File: src/rtl/pdwl_defines.svh
// Constants for the peripheral disable write lock.
// Assumes inclusion by the package and the lock module only.
// Summary of operation
// - Locked writes to disable registers complete quietly but store nothing
// - Lock bit sits at config control bit 12; one blocks, zero allows
// - Lock bit changes only after the system unlock sequence; otherwise ignored
// - One-way bit 28 of config word three stops clearing a set lock
// - Under one-way lock, unlock has no effect; disable registers stay unwritable
// - Only device reset clears a one-way lock
`ifndef PDWL_DEFINES_SVH
`define PDWL_DEFINES_SVH
`define PDWL_LOCK_BIT      12
`define PDWL_ONE_WAY_BIT   28
`define PDWL_NUM_REGS      8
`define PDWL_IDX_W         3
`define PDWL_DATA_W        32
`define PDWL_DISABLE_RST   32'h0000_0000
`endif

File: src/rtl/pdwl_pkg.sv
// Types for the peripheral disable write lock.
// Assumes pdwl_defines.svh is on the include path.
`include "pdwl_defines.svh"
package pdwl_pkg;
    typedef struct packed {
        logic                     wr_en;
        logic [`PDWL_IDX_W-1:0]   idx;
        logic [`PDWL_DATA_W-1:0]  wdata;
    } pdwl_wr_t;

    typedef struct packed {
        logic [`PDWL_NUM_REGS-1:0][`PDWL_DATA_W-1:0] regs;
        logic                                        lock;
        logic                                        one_way_armed;
    } pdwl_state_t;
endpackage

File: src/rtl/pdwl_lock.sv
// Disable register bank guarded by a lock bit in the configuration control register.
// Assumes the unlock sequence detector lives elsewhere and gives a level UNLOCKED_I.
`timescale 1ns/1ps
`include "pdwl_defines.svh"
module pdwl_lock (
    input  wire logic                                        CLK_I,
    input  wire logic                                        RST_I,
    input  wire logic                                        CE_I,
    input  wire logic [31:0]                                 CFG_WORD3_I,
    input  wire logic                                        UNLOCKED_I,
    input  wire logic                                        CFG_WR_I,
    input  wire logic [31:0]                                 CFG_WDATA_I,
    input  wire pdwl_pkg::pdwl_wr_t                          DIS_WR_I,
    output logic                                             DIS_ACK_O,
    output logic [`PDWL_NUM_REGS-1:0][`PDWL_DATA_W-1:0]      DIS_REGS_O,
    output logic                                             LOCK_O,
    output logic                                             ONE_WAY_HELD_O
);
    import pdwl_pkg::*;

    pdwl_state_t s_q;
    pdwl_state_t s_d;
    logic        one_way;
    logic        lock_req;
    logic        lock_chg_ok;
    logic        lock_pinned;

    // Lock field of a config control word; the checks below use it as well
    function automatic logic lock_field(input logic [31:0] word);
        return word[`PDWL_LOCK_BIT];
    endfunction

    assign one_way  = CFG_WORD3_I[`PDWL_ONE_WAY_BIT];
    assign lock_req = lock_field(CFG_WDATA_I);

    // Clearing is barred once armed; setting an already-set lock changes nothing.
    assign lock_chg_ok = CFG_WR_I && UNLOCKED_I && !s_q.one_way_armed;

    // One-way mode may turn on while the lock is already set; a clear in that
    // very cycle must not slip through before the arm flag is registered
    assign lock_pinned = one_way && s_q.lock;

    always_comb begin
        s_d = s_q;
        if (lock_chg_ok && !lock_pinned) begin
            s_d.lock = lock_req;
        end
        if (one_way && s_d.lock) begin
            s_d.one_way_armed = 1'b1;
        end
        // Write is acknowledged either way, so software sees no fault
        if (DIS_WR_I.wr_en && !s_q.lock) begin
            s_d.regs[DIS_WR_I.idx] = DIS_WR_I.wdata;
        end
    end

    // Only reset releases an armed lock
    always_ff @(posedge CLK_I or posedge RST_I) begin
        if (RST_I) begin
            s_q <= '0;
        end else if (CE_I) begin
            s_q <= s_d;
        end
    end

    assign DIS_ACK_O      = DIS_WR_I.wr_en;
    assign DIS_REGS_O     = s_q.regs;
    assign LOCK_O         = s_q.lock;
    assign ONE_WAY_HELD_O = s_q.one_way_armed;

    a_locked_no_write: assert property (@(posedge CLK_I) disable iff (RST_I)
        (CE_I && s_q.lock && DIS_WR_I.wr_en) |=> $stable(DIS_REGS_O))
        else $error("disable register changed while locked");
    a_unlocked_write: assert property (@(posedge CLK_I) disable iff (RST_I)
        (CE_I && !s_q.lock && DIS_WR_I.wr_en) |=> DIS_REGS_O[$past(DIS_WR_I.idx)]
            == $past(DIS_WR_I.wdata))
        else $error("unlocked write not stored");
    a_no_unlock_hold: assert property (@(posedge CLK_I) disable iff (RST_I)
        (!UNLOCKED_I || !CE_I) |=> $stable(LOCK_O))
        else $error("lock changed without unlock");
    a_one_way_arm: assert property (@(posedge CLK_I) disable iff (RST_I)
        (CE_I && one_way && LOCK_O) |=> ONE_WAY_HELD_O)
        else $error("one-way lock not armed");
    a_armed_stuck: assert property (@(posedge CLK_I) disable iff (RST_I)
        ONE_WAY_HELD_O |=> LOCK_O && ONE_WAY_HELD_O)
        else $error("armed lock released without reset");
    a_armed_locked: assert property (@(posedge CLK_I) disable iff (RST_I)
        ONE_WAY_HELD_O |-> LOCK_O)
        else $error("armed without lock");
    a_free_toggle: assert property (@(posedge CLK_I) disable iff (RST_I)
        (CE_I && CFG_WR_I && UNLOCKED_I && !ONE_WAY_HELD_O && !(one_way && LOCK_O)) |=> LOCK_O
            == $past(CFG_WDATA_I[`PDWL_LOCK_BIT]))
        else $error("lock did not follow write");
    a_ack_always: assert property (@(posedge CLK_I) disable iff (RST_I)
        DIS_WR_I.wr_en |-> DIS_ACK_O)
        else $error("write not acknowledged");

    // Acknowledge only answers a real write
    a_ack_idle: assert property (@(posedge CLK_I) disable iff (RST_I)
        !DIS_WR_I.wr_en
            |-> !DIS_ACK_O)
        else $error("acknowledge without write");

    a_locked_acked: assert property (@(posedge CLK_I) disable iff (RST_I)
        (LOCK_O && DIS_WR_I.wr_en)
            |-> DIS_ACK_O)
        else $error("locked write not acknowledged");

    // Clock enable low must freeze everything
    a_freeze_regs: assert property (@(posedge CLK_I) disable iff (RST_I)
        !CE_I
            |=> $stable(DIS_REGS_O))
        else $error("disable registers moved while frozen");

    a_freeze_lock: assert property (@(posedge CLK_I) disable iff (RST_I)
        !CE_I
            |=> $stable(LOCK_O) && $stable(ONE_WAY_HELD_O))
        else $error("lock state moved while frozen");

    a_no_write_stable: assert property (@(posedge CLK_I) disable iff (RST_I)
        !DIS_WR_I.wr_en
            |=> $stable(DIS_REGS_O))
        else $error("disable registers moved without a write");

    // Lock moves only through an unlocked config write
    a_no_cfg_hold: assert property (@(posedge CLK_I) disable iff (RST_I)
        !CFG_WR_I
            |=> $stable(LOCK_O))
        else $error("lock moved without a config write");

    a_unlock_ignored: assert property (@(posedge CLK_I) disable iff (RST_I)
        (CE_I && CFG_WR_I && !UNLOCKED_I)
            |=> $stable(LOCK_O))
        else $error("locked config write took effect");

    a_unlock_alone: assert property (@(posedge CLK_I) disable iff (RST_I)
        (UNLOCKED_I && !CFG_WR_I)
            |=> $stable(LOCK_O))
        else $error("unlock alone moved the lock");

    a_set_needs_unlock: assert property (@(posedge CLK_I) disable iff (RST_I)
        $rose(LOCK_O)
            |-> $past(CE_I && CFG_WR_I && UNLOCKED_I))
        else $error("lock set without unlocked write");

    a_clear_needs_unlock: assert property (@(posedge CLK_I) disable iff (RST_I)
        $fell(LOCK_O)
            |-> $past(CE_I && CFG_WR_I && UNLOCKED_I))
        else $error("lock cleared without unlocked write");

    a_set_takes: assert property (@(posedge CLK_I) disable iff (RST_I)
        (CE_I && CFG_WR_I && UNLOCKED_I && !ONE_WAY_HELD_O && lock_field(CFG_WDATA_I))
            |=> LOCK_O)
        else $error("unlocked set did not take");

    a_clear_takes: assert property (@(posedge CLK_I) disable iff (RST_I)
        (CE_I && CFG_WR_I && UNLOCKED_I && !one_way && !ONE_WAY_HELD_O
            && !lock_field(CFG_WDATA_I))
            |=> !LOCK_O)
        else $error("unlocked clear did not take");

    // One-way arming and what it blocks
    a_arm_on_set: assert property (@(posedge CLK_I) disable iff (RST_I)
        (CE_I && CFG_WR_I && UNLOCKED_I && one_way && lock_field(CFG_WDATA_I))
            |=> ONE_WAY_HELD_O)
        else $error("one-way set did not arm");

    a_fall_not_oneway: assert property (@(posedge CLK_I) disable iff (RST_I)
        $fell(LOCK_O)
            |-> !$past(ONE_WAY_HELD_O) && !$past(one_way))
        else $error("lock cleared under one-way mode");

    a_held_needs_oneway: assert property (@(posedge CLK_I) disable iff (RST_I)
        $rose(ONE_WAY_HELD_O)
            |-> $past(one_way))
        else $error("armed without one-way mode");

    a_held_rise_lock: assert property (@(posedge CLK_I) disable iff (RST_I)
        $rose(ONE_WAY_HELD_O)
            |-> LOCK_O)
        else $error("armed while unlocked");

    a_no_arm_free: assert property (@(posedge CLK_I) disable iff (RST_I)
        (!one_way && !ONE_WAY_HELD_O)
            |=> !ONE_WAY_HELD_O)
        else $error("armed with one-way mode off");

    a_held_ignores_unlock: assert property (@(posedge CLK_I) disable iff (RST_I)
        (ONE_WAY_HELD_O && CFG_WR_I && UNLOCKED_I)
            |=> LOCK_O && ONE_WAY_HELD_O)
        else $error("unlock acted on an armed lock");

    a_held_blocks_write: assert property (@(posedge CLK_I) disable iff (RST_I)
        (CE_I && ONE_WAY_HELD_O && DIS_WR_I.wr_en)
            |=> $stable(DIS_REGS_O))
        else $error("write landed under one-way lock");

    a_held_regs_stable: assert property (@(posedge CLK_I) disable iff (RST_I)
        ONE_WAY_HELD_O
            |=> $stable(DIS_REGS_O))
        else $error("disable registers moved while armed");

    // Arming outlives one-way mode itself; only reset drops it
    a_held_no_oneway: assert property (@(posedge CLK_I) disable iff (RST_I)
        (ONE_WAY_HELD_O && !one_way)
            |=> ONE_WAY_HELD_O)
        else $error("arm dropped with one-way mode");

    // A write must touch its own register and no other
    for (genvar g = 0; g < `PDWL_NUM_REGS; g++) begin : g_keep
        a_other_kept: assert property (@(posedge CLK_I) disable iff (RST_I)
            (!CE_I || !DIS_WR_I.wr_en || LOCK_O || (int'(DIS_WR_I.idx) != g))
                |=> $stable(DIS_REGS_O[g]))
            else $error("disable register changed without its write");
    end
endmodule // pdwl_lock

File: config.mk
export PLATFORM = sky130hd
export DESIGN_NAME = pdwl_lock
export DESIGN_NICKNAME = d
export VERILOG_FILES = /design/src/rtl/pdwl_pkg.sv /design/src/rtl/pdwl_lock.sv
export VERILOG_INCLUDE_DIRS = /design/src /design/src/rtl
export SDC_FILE = /design/constraint.sdc
export NUM_CORES = 1
export LEC_CHECK = 0
export BUFFER_PORTS_ARGS = -buffer_cell sky130_fd_sc_hd__buf_4
export CAP_MARGIN = 20
export CORE_MARGIN = 1
export CORE_UTILIZATION = 51
export CTS_BUF_LIST = sky130_fd_sc_hd__clkbuf_4 sky130_fd_sc_hd__clkbuf_8
export DETAILED_ROUTE_END_ITERATION = 12
export PLACE_DENSITY = 0.82
export SETUP_SLACK_MARGIN = 0.4
export SLEW_MARGIN = 10
export SYNTH_ARGS = -nofsm -noshare
export SYNTH_HDL_FRONTEND = slang
export SYNTH_SLANG_ARGS = --single-unit
File: constraint.sdc
create_clock -name CLK_I -period 9.2 [get_ports CLK_I]
set_input_delay 0 -clock CLK_I [delete_from_list [all_inputs] [get_ports CLK_I]]
set_output_delay 0 -clock CLK_I [all_outputs]
set_load 0.005 [all_outputs]
Yosys cells after proc, flatten, opt, wreduce, memory -nomap -nowiden
Index checks and enable logic that the tools add are counted.
{"block": "op_classes", "addsub": 0, "n_mul": 0, "div": 0, "order_cmp": 2, "n_eq_ne": 0, "n_shift": 0, "muxes": 4, "bitwise_logic": 0, "n_reduce_logical": 12}
{"operator": "$bwmux 256", "n": 1}
{"operator": "$demux 32 s3", "n": 1}
{"operator": "$mux 32", "n": 1}
{"operator": "$logic_and 1x1->1", "n": 7}
{"operator": "$lt 3x4->1 const B", "n": 1}
{"operator": "$reduce_and 2->1", "n": 2}
{"operator": "$ge 3x1->1 const B", "n": 1}
{"operator": "$logic_not 1->1", "n": 3}
{"operator": "$mux 1", "n": 1}
{"block": "word_totals", "ff_bits": 258, "latch_bits": 0, "ramBits": 0, "rom_bits": 0, "in_bits": 105, "out_inout_bits": 259, "wordCells": 28, "memories": 0}

Longest topological paths before layout
{"block": "depth", "ltp_word": 6, "mapped_depth": 5, "depth_no_buf": 3}

Least setup slack after synthesis
No wires, ideal clock.
{"block": "synth_path", "path_type": "register to register", "from": "register s_q, in the netlist LOCK_O", "to": "register s_q, in the netlist DIS_REGS_O[0]", "setup_time_ns": 0.125, "arrival_time_ns": 1.896, "required_ns": 9.075, "setup_slack_ns": 7.179, "stages_incl_launch_ff": 6, "n_path_buf": 2, "synth_period_minus_slack_ns": 2.021, "cell_sequence": "dfrtp_1 -> or3b_4 -> or4b_1 -> buf_2 -> buf_6 -> mux2_4"}
{"block": "synth_via", "elab_chain_cells": 3}
{"item": "start: declaration", "line_no": "pdwl_lock.sv:21", "text": "pdwl_state_t s_q;"}
{"item": "start signal: assignment", "line_no": "pdwl_lock.sv:60", "text": "s_q <= '0;"}
{"item": "start signal: assignment", "line_no": "pdwl_lock.sv:62", "text": "s_q <= s_d;"}
{"item": "$logic_not 1->1", "line_no": "pdwl_lock.sv:52", "text": "if (DIS_WR_I.wr_en && !s_q.lock) begin"}
{"item": "$logic_and 1x1->1", "line_no": "pdwl_lock.sv:52"}
{"item": "$reduce_and 2->1 (no source line)"}
Every way passes these cells.
A chain may end at the register's enable or synchronous reset.

Worst setup path in the final report
{"block": "layout_path", "from": "register s_q, in the netlist LOCK_O", "to": "register s_q, in the netlist DIS_REGS_O[141]"}
The elaborated chain is that of the path after synthesis.

==> reports/metrics.yaml <==
status: "complete, no violations"
antenna_left: 0
grt_usage_pct: 25.63
final_cell_area_um2: 13510
synth-compound-area-share_pct: 0.2444
skew_ps: 8.242
ys_types: 21
rsz0062_at_grt: "no"
post_cts_buffers: 0
routabilityCongestion: 0.7600
drive_above_1_share_pct: 66.49
dr.pass1.iters: 4
drv_cap: 0
place_ws_ps: 6561
grt_pass1_wl_um: 38400
synth_top_family_by_area: "multiplexers"
fin_nets: 1035
cts-root-buf: "clkbuf_8"
clk_path_buf_depth: 3
clock_sinks: 258
setup_viol: 0
wl_um: 24360
ys_warn_count: 0
grt_max_degree: 140
vias: 6173
syn2layout_area_growth_pct: 38.89
synthAdderAreaFrac_pct: 0
antenna_cells: 0
core_area_um2: 18710
cp.arrival_ps: 3010
slew_viol_final: 0
grt_overflow: 0
synth_xor_area_share_pct: 0
ys_top_cells_by_area: "dfrtp_1 66%, mux2_2 25%, mux2_4 4.6%"
worstPathRequired_ps: 9580
period_minus_slack_ps: 2631
dieArea_um2: 19630
min_path_type: "in2reg"
num_rows: 50
drtIter0Drc: 195
ir_worst_vdd_mv: 0.1913
ys_ff_latch: 258
antenna_found_initial: 0
path_max_fanout: 17
io_pins: 364
p_leak_nw: 6.720
syn_area_um2: 9727
muxShareOfSynthArea_pct: 30.79
power_density_nw_per_um2: 296.4
clkLatencyLatePin_ps: 510
viasPerCell: 5.192
setup_tns_ps: 0
grt_pass1_vias: 6671
synth_top_area_share_pct: 66.38
start_util_pct: 52.00
drc: 0
numCtsBuffers: 42
cts_tree: "built"
fin_ws_ps: 6569
fillers: 1214
worstSetupEndpointType: "flip-flop"
max_freq_ghz: 0.3801
io_buffer_count: 301
syn_nets: 667
die_y_um: 140.1
h-tree-depth: 2
worstSetupPathType: "reg2reg"
yosys.area_share.simple_pct: 0.9519
wl_per_cell_um: 20.48
finalCritPeriodShare_pct: 28.60
dpl.hpwl_um: 15580
syn_inst: 562
relSlewSlack_pct: 37.69
hold_viol: 0
placed_area_um2: 12260
tightest_slew_ps: 934.7
synth_top_area_cell: "dfrtp_1"
startpoint_type: "flip-flop"
synth_area_per_cell_um2: 17.31
clkTransAtPathRegs_ps: 60
die_x_um: 140.1
synth_seq_area_share_pct: 66.38
==> stage by stage <==
stage	utilization, %	power [mW]	hold WS, ps	std cells
final	72.22	4.004	80.91	1189
after global routing	72.22	4.213	73.31	1189
after CTS	72.22	4.038	47.86	1189
after detailed placement	65.53	2.995	185.0	1081
after global placement	65.53	2.944	185.6	1081
after floorplan	-	2.192	80.82	562
==> routing by layer <==
layer	part of all wire (%)	GRT usage [%]	wire length, um	vias to the layer above
met3	6.3	6.564	1543	46
met4	2.4	9.774	587	0
li1	-	-	-	2733
met2	49	42.68	11940	229
met5	0	0	0	-
met1	42	32.32	10290	3165
==> registers in the layout (all words and copies together), names as in the netlist <==
signal	cells
DIS_REGS_O	256
LOCK_O	1
ONE_WAY_HELD_O	1
==> worst paths after layout <==
path	startpoint	slack [ps]	cells past startpoint	to
max reg2reg	LOCK_O	6570	4	DIS_REGS_O[141]
min in group asynchronous	RST_I	240	3	DIS_REGS_O[124]
min reg2reg	DIS_REGS_O[32]	480	1	DIS_REGS_O[32]
max in group asynchronous	RST_I	7550	4	DIS_REGS_O[65]
min	DIS_WR_I[34]	80	4	DIS_REGS_O[89]
max	LOCK_O	6570	4	DIS_REGS_O[141]
==> cell usage after synthesis (all sizes together) <==
library cell / n
a31oi: 1
nand3b: 2
nand4b: 1
dfrtp: 258
nand2: 2
o21bai: 1
or4b: 2
clkbuf: 10
or3b: 1
o21ai: 2
nand3: 1
mux2: 256
buf: 17
nor3: 2
inv: 2
nor2: 4
==> what timing repair did <==
item,in CTS,in global routing
endpoints found under the hold margin,395,0
hold buffers,39,0
endpoints found under the setup margin,0,0
gates resized for setup,0,0
==> layout make-up <==
class	count	area, um^2	area share (%)
clock buffers	66	820.8	6.076
clock inverters	3	40.04	0.2964
inverters	2	15.01	0.1111
multi-input cells	275	3152	23.33
flip-flops and latches	258	6456	47.79
well taps	234	292.8	2.167
repair buffers	351	2733	20.23
==> logic make-up (layout without fill, tap and decap cells) <==
family / after synthesis / after routing
compound gates: 4 / 4
mux: 256 / 256
flops: 258 / 258
buf+inv: 29 / 422
simple gates: 15 / 15
==> power breakdown <==
group          internal [mW]  total [mW]  switching, mW
Clock                  0.589        1.01          0.420
Combinational          0.819        1.23          0.414
Sequential              1.54        1.76          0.222
Total                   2.95        4.00           1.06
==> cell usage in the layout (no fill, tap or decap), types with 4 or more instances in the layout <==
master / Yosys / routed
buf_4: 4 / 312
clkbuf_4: 0 / 14
clkbuf_8: 0 / 52
dfrtp_1: 258 / 258
dlygate4sd3_1: 0 / 39
mux2_1: 12 / 12
mux2_2: 214 / 214
mux2_4: 30 / 30
nor2_4: 0 / 4
==> critical path, cell delays in order, from the launching register on <==
cell      delay [ps]
dfrtp_1          410
nand3b_1         330
or4b_2          1040
buf_4            360
mux2_1           340
Note: power is estimated with default switching activity, not from simulation.
